<file path="src/verilog/input_event_capture_defines.svh">
// constants for the input event capture block
`ifndef INPUT_EVENT_CAPTURE_DEFINES_SVH
`define INPUT_EVENT_CAPTURE_DEFINES_SVH
`define IN_PINS         8
`define OUT_PINS        8
`define IRQ_LO          3
`define IRQ_CNT         5
`define MEAS_LO         3
`define CLK_MHZ         40
`define US_CYCLES       (`CLK_MHZ)
`define US_CNT_W        6
`define MEAS_W          20
`define FREQ_W          20
`define ONE_SEC_US      20'hF4240
`define STAT_RST        8'h00
`define FREQ_LIMIT_HZ   10000
// register offsets
`define REG_IN_IMAGE    4'h0
`define REG_OUT_IMAGE   4'h1
`define REG_IRQ_EN      4'h2
`define REG_IRQ_RISE    4'h3
`define REG_STATUS      4'h4
`define REG_MASK        4'h5
`define REG_MEAS_CTRL   4'h6
`define REG_WIDTH0      4'h8
`define REG_WIDTH1      4'h9
`define REG_FREQ0       4'hA
`define REG_FREQ1       4'hB
// status bit positions
`define ST_MEAS0        5
`define ST_MEAS1        6
`endif

</file>
<file path="src/verilog/input_event_pkg.sv">
// types shared by the input event capture block
package input_event_pkg;
   typedef enum logic [1:0] {
      MS_IDLE = 2'b00,
      MS_HIGH = 2'b01,
      MS_LOW  = 2'b10
   } meas_state_t;
endpackage

</file>
<file path="src/verilog/input_event_capture.sv">
// input image, edge interrupts and pulse measurement for a small controller
// What this block does
// - pins are copied into the input image only at each scan end.
// - the output image reaches the output pins only at the refresh.
// - interrupt inputs react to an edge, so a short pulse is still seen.
// - inputs three to seven are each enabled as interrupts on their own.
// - each interrupt input picks rising or falling edge.
// - a chosen edge dispatches its handler at once, whatever the scan.
// - inputs three and four measure pulses once measurement is enabled.
// - each channel gives a width in us and a frequency in Hz.
// - a pin is counter or meter, the last command issued wins.
//
// The register addresses and strobed register access are this design's own decisions.
`timescale 1ns/10ps
`default_nettype none
`include "input_event_capture_defines.svh"
module input_event_capture
   import input_event_pkg::*;
(
   input  wire logic                 sys_clk,
   input  wire logic                 arst_n,
   input  wire logic [`IN_PINS-1:0]  in_pins,
   output logic      [`OUT_PINS-1:0] out_pins,
   input  wire logic                 scan_end,
   input  wire logic [3:0]           addr,
   input  wire logic [31:0]          wdata,
   input  wire logic                 wr,
   input  wire logic                 rd,
   output logic      [31:0]          rdata,
   input  wire logic                 counter_define_command,
   input  wire logic [1:0]           counter_define_channel,
   output logic      [`IRQ_CNT-1:0]  custom_handler,
   output logic      [1:0]           measurement_channel,
   output logic                      irq
);
   //------------------------------------------------------------
   // reset release and input synchronisers
   //------------------------------------------------------------
   logic                 rst_s1_reg;
   logic                 rst_n_reg;
   logic [`IN_PINS-1:0]  sync1_reg;
   logic [`IN_PINS-1:0]  sync2_reg;
   logic [`IN_PINS-1:0]  prev_reg;

   // release is synchronised so no flop leaves reset on a different edge
   always_ff @(posedge sys_clk or negedge arst_n) begin
      if (!arst_n) begin
         rst_s1_reg <= 1'b0;
         rst_n_reg  <= 1'b0;
      end else begin
         rst_s1_reg <= 1'b1;
         rst_n_reg  <= rst_s1_reg;
      end
   end

   // hazard: a pulse narrower than one clock can slip between samples,
   // so edges are only promised for pulses of a clock or more
   // first stage feeds only the second
   always_ff @(posedge sys_clk or negedge rst_n_reg) begin
      if (!rst_n_reg) begin
         sync1_reg <= '0;
         sync2_reg <= '0;
         prev_reg  <= '0;
      end else begin
         sync1_reg <= in_pins;
         sync2_reg <= sync1_reg;
         prev_reg  <= sync2_reg;
      end
   end

   // all stages reset low, so a pin that idles high shows one rising
   // edge after release; keep its interrupt off until then
   // edges from consecutive synchronised samples
   wire [`IN_PINS-1:0] rise_w = sync2_reg & ~prev_reg;
   wire [`IN_PINS-1:0] fall_w = ~sync2_reg & prev_reg;

   //------------------------------------------------------------
   // registers
   //------------------------------------------------------------
   // index map, one 32-bit word each, narrow fields in the low bits:
   //   0  input image, read only, refreshed at scan end
   //   1  output image, reaches the pins at the next refresh
   //   2  interrupt enable, bit 0 is input three
   //   3  edge select, one for rising, zero for falling
   //   4  sticky status, write one to clear
   //      bits 4..0 pin edges, bit 5 meter 0, bit 6 meter 1
   //   5  interrupt mask, same layout as status
   //   6  meter enables, bit 0 input three, bit 1 input four
   //   8, 9   pulse widths in microseconds
   //   10, 11 frequencies in hertz
   //   unmapped indexes read zero and ignore writes
   logic [`IN_PINS-1:0]  in_image_reg;
   logic [`OUT_PINS-1:0] out_image_reg;
   logic [`IRQ_CNT-1:0]  irq_en_reg;
   logic [`IRQ_CNT-1:0]  irq_rise_reg;
   logic [7:0]           status_reg;
   logic [7:0]           mask_reg;
   logic [1:0]           meas_en_reg;

   // address decode for the write strobes; the read path decodes in its own case
   function automatic logic hit(input logic [3:0] a, input logic [3:0] off);
      hit = (a == off);
   endfunction

   wire wr_out   = wr && hit(addr, `REG_OUT_IMAGE);
   wire wr_ien   = wr && hit(addr, `REG_IRQ_EN);
   wire wr_irise = wr && hit(addr, `REG_IRQ_RISE);
   wire wr_stat  = wr && hit(addr, `REG_STATUS);
   wire wr_mask  = wr && hit(addr, `REG_MASK);
   wire wr_meas  = wr && hit(addr, `REG_MEAS_CTRL);

   // an output write in the refresh clock itself waits for the
   // following refresh; the pins take the image as it stood before
   // scan image: pins sampled only at scan end
   always_ff @(posedge sys_clk or negedge rst_n_reg) begin
      if (!rst_n_reg) begin
         in_image_reg  <= '0;
         out_image_reg <= '0;
         out_pins      <= '0;
      end else begin
         if (scan_end) begin
            in_image_reg <= sync2_reg;
            out_pins     <= out_image_reg;
         end
         if (wr_out) begin
            out_image_reg <= wdata[`OUT_PINS-1:0];
         end
      end
   end

   // mask shares the status layout, so bit n gates status bit n
   // the edge choice of a disabled pin is kept for when it is enabled
   // interrupt definition command: enable and edge choice per pin
   always_ff @(posedge sys_clk or negedge rst_n_reg) begin
      if (!rst_n_reg) begin
         irq_en_reg   <= '0;
         irq_rise_reg <= '0;
         mask_reg     <= `STAT_RST;
      end else begin
         if (wr_ien) begin
            irq_en_reg <= wdata[`IRQ_CNT-1:0];
         end
         if (wr_irise) begin
            irq_rise_reg <= wdata[`IRQ_CNT-1:0];
         end
         if (wr_mask) begin
            mask_reg <= wdata[7:0];
         end
      end
   end

   //------------------------------------------------------------
   // edge interrupts and handler dispatch
   //------------------------------------------------------------
   logic [`IRQ_CNT-1:0] trig_w;
   genvar gi;
   generate
      for (gi = 0; gi < `IRQ_CNT; gi = gi + 1) begin : g_irq
         // edge only, a held level never retriggers
         assign trig_w[gi] = irq_en_reg[gi] &&
            (irq_rise_reg[gi] ? rise_w[`IRQ_LO+gi]
                              : fall_w[`IRQ_LO+gi]);
      end
   endgenerate

   // trade-off: the handler pulse is one clock, the sticky status
   // keeps the event for software that was busy when it came
   // a disabled pin still moves prev_reg, so enabling it later never
   // replays an edge that came before the enable
   // dispatch strobe goes out straight away, not at scan end
   always_ff @(posedge sys_clk or negedge rst_n_reg) begin
      if (!rst_n_reg) begin
         custom_handler <= '0;
      end else begin
         custom_handler <= trig_w;
      end
   end

   //------------------------------------------------------------
   // measurement channels and counter ownership
   //------------------------------------------------------------
   logic [`US_CNT_W-1:0] us_cnt_reg;
   logic                 us_tick_reg;

   // the tick is registered, so it lags the count by one clock;
   // both meters see the same lag, which cancels in every result
   // count runs free from reset; results tolerate one tick of error
   // one microsecond time base
   always_ff @(posedge sys_clk or negedge rst_n_reg) begin
      if (!rst_n_reg) begin
         us_cnt_reg  <= '0;
         us_tick_reg <= 1'b0;
      end else begin
         us_tick_reg <= (us_cnt_reg == `US_CNT_W'(`US_CYCLES - 1));
         if (us_cnt_reg == `US_CNT_W'(`US_CYCLES - 1)) begin
            us_cnt_reg <= '0;
         end else begin
            us_cnt_reg <= us_cnt_reg + 1'b1;
         end
      end
   end

   // counter 1 owns pins three and four; last command wins
   // a counter command and a meter write in one clock: counter wins,
   // the pin stays with whichever command software issues last
   wire meas_clr = counter_define_command && counter_define_channel == 2'h1;

   always_ff @(posedge sys_clk or negedge rst_n_reg) begin
      if (!rst_n_reg) begin
         meas_en_reg <= '0;
      end else if (meas_clr) begin
         meas_en_reg <= '0;
      end else if (wr_meas) begin
         meas_en_reg <= wdata[1:0];
      end
   end

   // results straight from the meters, read through the mux
   logic [`MEAS_W-1:0] width_w [2];
   logic [`FREQ_W-1:0] freq_w  [2];
   logic [1:0]         mdone_w;
   // one meter per measurable input, own state machine and divider
   genvar gm;
   generate
      for (gm = 0; gm < 2; gm = gm + 1) begin : g_meas
         pulse_meter u_meter (
            .clk      (sys_clk),
            .rst_n    (rst_n_reg),
            .enable   (meas_en_reg[gm]),
            .us_tick  (us_tick_reg),
            .rise     (rise_w[`MEAS_LO+gm]),
            .fall     (fall_w[`MEAS_LO+gm]),
            .width_us (width_w[gm]),
            .freq_hz  (freq_w[gm]),
            .done     (mdone_w[gm])
         );
      end
   endgenerate

   always_ff @(posedge sys_clk or negedge rst_n_reg) begin
      if (!rst_n_reg) begin
         measurement_channel <= '0;
      end else begin
         measurement_channel <= meas_en_reg;
      end
   end

   //------------------------------------------------------------
   // sticky status, mask and interrupt line
   //------------------------------------------------------------
   // bit 7 has no source and always reads zero
   wire [7:0] events_w = {1'b0, mdone_w, trig_w};
   // set beats a same-cycle write-one clear
   wire [7:0] status_next = (status_reg & ~(wr_stat ? wdata[7:0] : 8'h00))
                            | events_w;

   // irq looks at the next status, so it rises with the status bit
   always_ff @(posedge sys_clk or negedge rst_n_reg) begin
      if (!rst_n_reg) begin
         status_reg <= `STAT_RST;
         irq        <= 1'b0;
      end else begin
         status_reg <= status_next;
         irq        <= |(status_next & mask_reg);
      end
   end

   //------------------------------------------------------------
   // read path, data one cycle after the strobe
   //------------------------------------------------------------
   // a width or frequency read while its meter updates returns the
   // old or the new value whole, never a mix of the two
   logic [31:0] rd_mux;
   // selection by index; unmapped indexes fall to zero
   always_comb begin
      case (addr)
         `REG_IN_IMAGE:  rd_mux = {24'h000000, in_image_reg};
         `REG_OUT_IMAGE: rd_mux = {24'h000000, out_image_reg};
         `REG_IRQ_EN:    rd_mux = {27'h0000000, irq_en_reg};
         `REG_IRQ_RISE:  rd_mux = {27'h0000000, irq_rise_reg};
         `REG_STATUS:    rd_mux = {24'h000000, status_reg};
         `REG_MASK:      rd_mux = {24'h000000, mask_reg};
         `REG_MEAS_CTRL: rd_mux = {30'h00000000, meas_en_reg};
         `REG_WIDTH0:    rd_mux = {12'h000, width_w[0]};
         `REG_WIDTH1:    rd_mux = {12'h000, width_w[1]};
         `REG_FREQ0:     rd_mux = {12'h000, freq_w[0]};
         `REG_FREQ1:     rd_mux = {12'h000, freq_w[1]};
         default:        rd_mux = 32'h00000000;
      endcase
   end

   // rdata holds the last read until the next strobe
   always_ff @(posedge sys_clk or negedge rst_n_reg) begin
      if (!rst_n_reg) begin
         rdata <= '0;
      end else if (rd) begin
         rdata <= rd_mux;
      end
   end
endmodule
`default_nettype wire

</file>
<file path="src/verilog/pulse_meter.sv">
// one pulse measurement channel: width in us and frequency in Hz
`timescale 1ns/10ps
`default_nettype none
`include "input_event_capture_defines.svh"
module pulse_meter
   import input_event_pkg::*;
(
   input  wire logic                 clk,
   input  wire logic                 rst_n,
   input  wire logic                 enable,
   input  wire logic                 us_tick,
   input  wire logic                 rise,
   input  wire logic                 fall,
   output logic [`MEAS_W-1:0]        width_us,
   output logic [`FREQ_W-1:0]        freq_hz,
   output logic                      done
);
   meas_state_t               state_reg;
   logic [`MEAS_W-1:0]        hi_cnt_reg;
   logic [`MEAS_W-1:0]        per_cnt_reg;
   logic [`FREQ_W-1:0]        div_q_reg;
   logic [`MEAS_W-1:0]        div_r_reg;
   logic [`MEAS_W-1:0]        div_d_reg;
   logic                      div_busy_reg;

   // saturating counters so a stalled input never wraps into a bogus value
   wire [`MEAS_W-1:0] hi_inc  = (&hi_cnt_reg) ? hi_cnt_reg
                                              : hi_cnt_reg + 1'b1;
   wire [`MEAS_W-1:0] per_inc = (&per_cnt_reg) ? per_cnt_reg
                                               : per_cnt_reg + 1'b1;
   wire               div_go  = div_r_reg >= div_d_reg;

   // width runs rise to fall, period rise to rise, in microsecond ticks
   always_ff @(posedge clk or negedge rst_n) begin
      if (!rst_n) begin
         state_reg    <= MS_IDLE;
         hi_cnt_reg   <= '0;
         per_cnt_reg  <= '0;
         width_us     <= '0;
         done         <= 1'b0;
      end else begin
         done <= 1'b0;
         if (!enable) begin
            state_reg <= MS_IDLE;
         end else begin
            case (state_reg)
               MS_IDLE: begin
                  if (rise) begin
                     state_reg   <= MS_HIGH;
                     hi_cnt_reg  <= '0;
                     per_cnt_reg <= '0;
                  end
               end
               MS_HIGH: begin
                  if (us_tick) begin
                     hi_cnt_reg  <= hi_inc;
                     per_cnt_reg <= per_inc;
                  end
                  if (fall) begin
                     width_us  <= hi_cnt_reg;
                     state_reg <= MS_LOW;
                  end
               end
               MS_LOW: begin
                  if (us_tick) begin
                     per_cnt_reg <= per_inc;
                  end
                  if (rise) begin
                     hi_cnt_reg  <= '0;
                     per_cnt_reg <= '0;
                     done        <= 1'b1;
                     state_reg   <= MS_HIGH;
                  end
               end
               default: state_reg <= MS_IDLE;
            endcase
         end
      end
   end

   // serial divide 1e6 / period by repeated subtraction, one step a clock; a result of N Hz takes N + 1 clocks after the load
   always_ff @(posedge clk or negedge rst_n) begin
      if (!rst_n) begin
         div_q_reg    <= '0;
         div_r_reg    <= '0;
         div_d_reg    <= '0;
         div_busy_reg <= 1'b0;
         freq_hz      <= '0;
      end else if (enable && rise && state_reg == MS_LOW) begin
         div_q_reg    <= '0;
         div_r_reg    <= `ONE_SEC_US;
         div_d_reg    <= (per_cnt_reg == '0) ? `MEAS_W'(1) : per_cnt_reg;
         div_busy_reg <= 1'b1;
      end else if (div_busy_reg) begin
         if (div_go) begin
            div_r_reg <= div_r_reg - div_d_reg;
            div_q_reg <= div_q_reg + 1'b1;
         end else begin
            freq_hz      <= div_q_reg;
            div_busy_reg <= 1'b0;
         end
      end
   end
endmodule
`default_nettype wire

</file>
<file path="config.mk">
export PLATFORM = sky130hd
export DESIGN_NAME = input_event_capture
export DESIGN_NICKNAME = d
export VERILOG_FILES = /design/src/verilog/input_event_pkg.sv /design/src/verilog/input_event_capture.sv /design/src/verilog/pulse_meter.sv
export VERILOG_INCLUDE_DIRS = /design/src /design/src/verilog
export SDC_FILE = /design/constraint.sdc
export NUM_CORES = 1
export LEC_CHECK = 0
export ABC_AREA = 1
export BUFFER_PORTS_ARGS = -buffer_cell sky130_fd_sc_hd__buf_2
export CORE_ASPECT_RATIO = 1.75
export CORE_MARGIN = 2
export CORE_UTILIZATION = 35
export DETAILED_ROUTE_END_ITERATION = 6
export HOLD_SLACK_MARGIN = 0.05
export MAX_ROUTING_LAYER = met4
export SYNTH_ARGS = -nofsm -noshare
export SYNTH_HDL_FRONTEND = slang
export SYNTH_SLANG_ARGS = --single-unit
export TNS_END_PERCENT = 20
</file>
<file path="constraint.sdc">
create_clock -name sys_clk -period 11.3 [get_ports sys_clk]
set_input_delay 0.565 -clock sys_clk [delete_from_list [all_inputs] [get_ports sys_clk]]
set_output_delay 0.565 -clock sys_clk [all_outputs]
set_load 0.02 [all_outputs]
</file>
# == After elaboration in Yosys (flattened, before gate mapping) ==
# Cells that the tools add are included.
# W data, S select, Z words.
# totals
input_bits,52
reg_bits,413
# op_classes
bitwise_logic,12
n_eq_ne,28
muxes,60
magnitude_cmp,2
reduce_logical,49
addsub,9
# ops
operator,n
$mux W20,26
$pmux W20 S11,1
$add A20 B1 Y20 const B,6
$pmux W20 S3,2
$pmux W20 S2,2
$reduce_and A20 Y1,4
$ge A20 B20 Y1,2
$logic_not A20 Y1,2
$sub A20 B20 Y20,2
$and A8 B8 Y8,4
$not A8 Y8,3
$reduce_and A3 Y1,6
$mux W1,17
$eq A4 B4 Y1 const B,4
$logic_and A1 B1 Y1,16
$mux W2,8
$reduce_bool A2 Y1,7
$eq A4 B3 Y1 const B,3
$ne A2 B2 Y1 const B,6
$ne A3 B3 Y1 const B,4
$reduce_and A5 Y1,2
$eq A4 B2 Y1 const B,2
$mux W8,1
$or A8 B7 Y8,1
15 further kinds,29

# == Longest topological paths before layout ==
# logic_depth
word_depth,8
ltp_mapped,16
ltp_nobuf,15

# == Cells and area by module ==
# From an unflattened synthesis, not the netlist that was laid out.
# hier_totals
cells_unflattened,3138
area_unflattened_um2,22686.8
# modules_own_cells
module,n_inst,area_each_um2,cells_each
pulse_meter (g_meas[0].u_meter),1,8873.5,1270
pulse_meter (g_meas[1].u_meter),1,8752.1,1246
input_event_capture,1,5061.1,622

# == Worst setup path before layout ==
# No wires, ideal clock.
# synth_timing
path_kind,flip-flop to flip-flop
startpoint,register g_meas[0].u_meter.div_d_reg[0]
endpoint,register g_meas[0].u_meter.freq_hz[10]
setup_ns,0.117
required_time_ns,11.183
slack_ns,9.268
t_arrival_ns,1.915
stages_incl_launch_ff,11
path_buffers,2
path_cell_list,dfrtp_1 ha_1 fa_1 o21bai_2 nand3_1 nand4_2 buf_6 nor2_8 buf_4 nand3_1 nand2_1
# synth_via
elab_chain_cells,3
# synth_rtl
item,line,rtl
from (decl),pulse_meter.sv:23,logic [`MEAS_W-1:0] div_d_reg;
from (signal assigned),pulse_meter.sv:92,div_d_reg <= (per_cnt_reg == '0) ? `MEAS_W'(1) : per_cnt_reg;
$ge A20 B20 Y1,pulse_meter.sv:31,wire div_go = div_r_reg >= div_d_reg;
$not A1 Y1 (no line),n/a,
$reduce_and A3 Y1 (no line),n/a,
to (signal assigned),pulse_meter.sv:99,freq_hz <= div_q_reg;
to (decl),pulse_meter.sv:15,"output logic [`FREQ_W-1:0] freq_hz,"
# No other way between the ends.
# A chain may end at the register's enable or synchronous reset.

# == Worst setup path in the final report ==
# layout_timing
startpoint,register g_meas[0].u_meter.div_d_reg[3]
endpoint,register g_meas[0].u_meter.div_r_reg[9]
# layout_via
elab_chain_cells,4
elab_cells_between_ends,7
cone_classes,add/sub (1); order compare (1); mux (3); reduce/logical (2)
# layout_rtl
item,line,rtl
$sub A20 B20 Y20,pulse_meter.sv:96,div_r_reg <= div_r_reg - div_d_reg;
$mux W20,pulse_meter.sv:95,if (div_go) begin
$mux W20,pulse_meter.sv:94,end else if (div_busy_reg) begin
$mux W20,pulse_meter.sv:89,end else if (enable && rise && state_reg == MS_LOW) begin
to (signal assigned),pulse_meter.sv:91,div_r_reg <= `ONE_SEC_US;
to (signal assigned),pulse_meter.sv:96,
to (decl),pulse_meter.sv:22,logic [`MEAS_W-1:0] div_r_reg;
# Parallel ways exist; a longest one is shown, timed or not. The select of a mux whose other input is x is not followed.

==> impl_metrics.csv <==
group,metric,value,unit
outcome,status,"finished, final reports clean",
min_path,hold_end,"sync1_reg[4]",
synth,synth_cells,2955,
floorplan,fp.dieArea,0.0650,mm²
synth,synth_area_per_cell,7.44,µm²
final_layout,design_area,0.0244,mm²
power,peakVddDrop,166,µV
timing,slew_violations,0,
clock_network,insertion_delay,0.57,ns
power,power.total,5.07,mW
final_layout,fillCellCount,6429,
global_routing,grt_max_degree,170,
final_layout,antenna_cells,0,
clock_network,post_cts_buffers,0,
setup_path,crit_top_cell,"nand2_1",
clock_network,numCtsBuffers,40,
final_layout,drive_gt1_share,7.17,%
timing,fin_tns_setup,0,ns
routing,vias,19000,
setup_path,arrival,4.20,ns
global_routing,antenna_found_initial,0,
min_path,whs_path_depth,1,
final_layout,final_common_cell,"nand2_1",
global_routing,grt_pass1_vias,19400,
setup_path,crit_path_cell_trace,"inv_1 -> ha_1 -> nand2_1 -> nand2_1 -> o21bai_2 -> nand3_1 -> nand4_2 -> nand2_2 -> nand2_2 -> nand2_1 -> nand2_1",
synth,synth_area,0.0220,mm²
timing,setup_viol,0,
power,power.leakage,12.1,nW
setup_path,cp_max_fo,41,
timing,period_needed,3.76,ns
setup_path,crit_type,"reg2reg",
synth,async_flop_share,100,%
placement,dp_slack,7.48,ns
placement,hpwlAfterDp,46100,µm
placement,place_congestion,0.928,
setup_path,worst_r2r_endpoint,"g_meas[0].u_meter.div_r_reg[9]",
min_path,hold_path_class,"in2reg",
timing,min_period_over_period,33.3,%
global_routing,overflow,0,
setup_path,cp-end-kind,"flip-flop",
final_layout,stdcell_count,3810,
floorplan,io_pins,100,
timing,fmax,266,MHz
synth,ys_seq_area_share,45.3,%
floorplan,start_util,35.4,%
setup_path,r2r-start,"g_meas[0].u_meter.div_d_reg[3]",
clock_network,clkTransAtPathRegs,0.06,ns
placement,post-place-cells,3736,
clock_network,postCtsHoldBufs,1,
routing,route.detailed.drc,0,
placement,portBuffers,63,
setup_path,regToRegSetupSlack,7.54,ns
synth,ys.flop_type,"dfrtp_1",
clock_network,clock_path_buffers,3,
timing,slew_headroom,38.7,%
synth,synth_edf_count,0,
routing,antenna_left,0,
clock_network,clock_sinks,398,
floorplan,core-area,0.0622,mm²
routing,dr.pass1.iters,5,
clock_network,cts_root_buffer,"clkbuf_16",
setup_path,worst_setup_path_start_kind,"flip-flop",
timing,fin_skew,0.0172,ns
synth,synth_warnings,0,
routing,dr.first_iter.drc_count,1251,
routing,drt_wl_total,62500,µm
routing,drt-vias-per-instance,4.99,
setup_path,r2r_cells,11,
synth,synth-seq-cells,398,
global_routing,grt_usage,20.2,%
final_layout,fin_nets,3091,
timing,rsz0062_at_grt,"false",
routing,wl_per_cell,16.4,µm
placement,dpl_cell_area,0.0229,mm²
power,power.density,208,mW/mm²
floorplan,die_y,336,µm
floorplan,num_rows,121,
timing,worst_pin_slew,0.916,ns
timing,holdWs,0.107,ns
clock_network,post_cts_resize_count,0,
setup_path,cp_slowest_cell,"nand2_2",
final_layout,syn_to_final_growth,10.7,%
setup_path,required,11.74,ns
timing,layout_setup_ws,7.54,ns
setup_path,cp_slowest_stage_delay,0.88,ns
global_routing,grt_pass1_wl,102000,µm
floorplan,dieWidth,194,µm
job,maxCapViolCount,0,
timing,hold_viol_final,0,
final_layout,layout_common_cells,"953 x nand2_1, 397 x dfrtp_1, 315 x inv_1, 295 x nand3_1, 247 x nor2_1",
clock_network,cts_tree,"yes",
clock_network,htree_levels,2,
synth,yosysUniqueCellTypes,57,
min_path,min_from,"in_pins[4]",
final_layout,utilization,39.1,%
-- critical path, delay by kind of cell (launching register included) --
family                     cells  cell delay, ns
adders and majority gates      1            0.36
buffers and inverters          1            0.05
and+or+nand+nor                8            2.61
DFF                            1            0.32
AOI/OAI and AO/OA              1            0.26
-- cell type report --
| class | count | area [µm²] | area share [%] |
|---|---|---|---|
| clock buffers | 52 | 1130 | 4.63 |
| clock inverters | 21 | 303 | 1.24 |
| inverters | 331 | 1240 | 5.10 |
| multi-input cells | 2128 | 10200 | 42.1 |
| flip-flops and latches | 398 | 9960 | 40.9 |
| well taps | 799 | 1000 | 4.11 |
| repair buffers | 81 | 465 | 1.91 |
-- cells in the mapped netlist, drive strengths merged, types with 6 or more instances --
cell	number	area, µm²
nor2	258	1020
o22ai	9	56.3
a21oi	62	314
o21bai	10	78.8
buf	67	430
nor4	6	37.5
a22o	6	52.6
o21ai	205	1030
nand2	975	3720
xor2	27	236
nand4	79	507
ha	57	713
inv	329	1230
nor3	45	269
xnor2	24	210
nand3	296	1490
clkbuf	42	158
nand3b	10	75.1
dfrtp	398	9960
-- report_power, final --
group,internal (mW),switching (mW),total [mW]
combinational,0.616,1.09,1.71
sequential,1.66,0.228,1.89
clock,0.869,0.599,1.47
total,3.15,1.92,5.07
-- logic make-up (layout without fill, tap and decap cells) --
kind of cell	Yosys count	in the layout	share of synthesized area, %
AOI/OAI and AO/OA	320	320	7.94
muxes	5	5	0.256
DFF	398	398	45.3
xor gates and xnor gates	51	51	2.03
other	2	13	0.0341
buffers and inverters	440	485	8.32
and+or+nand+nor	1680	1680	32.7
adders and majority gates	59	59	3.42
-- routing by layer --
layer / GRT usage [%] / up-vias / share of wire [%]
li1: - / 9532 / -
met1: 20.1 / 8898 / 37
met2: 36.8 / 394 / 53
met3: 1.86 / 202 / 2.8
met4: 14.5 / 0 / 7.7
met5: - / - / 0
-- how the worst max path moves through the flow --
stage	start	to	slack (ns)	cells past startpoint
floorplan	rst_n_reg	custom_handler[0]	4.81	0
global placement	g_meas[0].u_meter.div_r_reg[7]	g_meas[0].u_meter.div_q_reg[6]	7.49	11
detailed placement	g_meas[0].u_meter.div_r_reg[6]	g_meas[0].u_meter.div_r_reg[12]	7.48	13
CTS	g_meas[0].u_meter.div_r_reg[6]	g_meas[0].u_meter.div_r_reg[12]	7.48	13
global route	g_meas[0].u_meter.div_d_reg[15]	g_meas[0].u_meter.div_r_reg[18]	7.19	12
finish	g_meas[0].u_meter.div_d_reg[3]	g_meas[0].u_meter.div_r_reg[9]	7.54	11
Note: power is estimated with default switching activity, not from simulation.
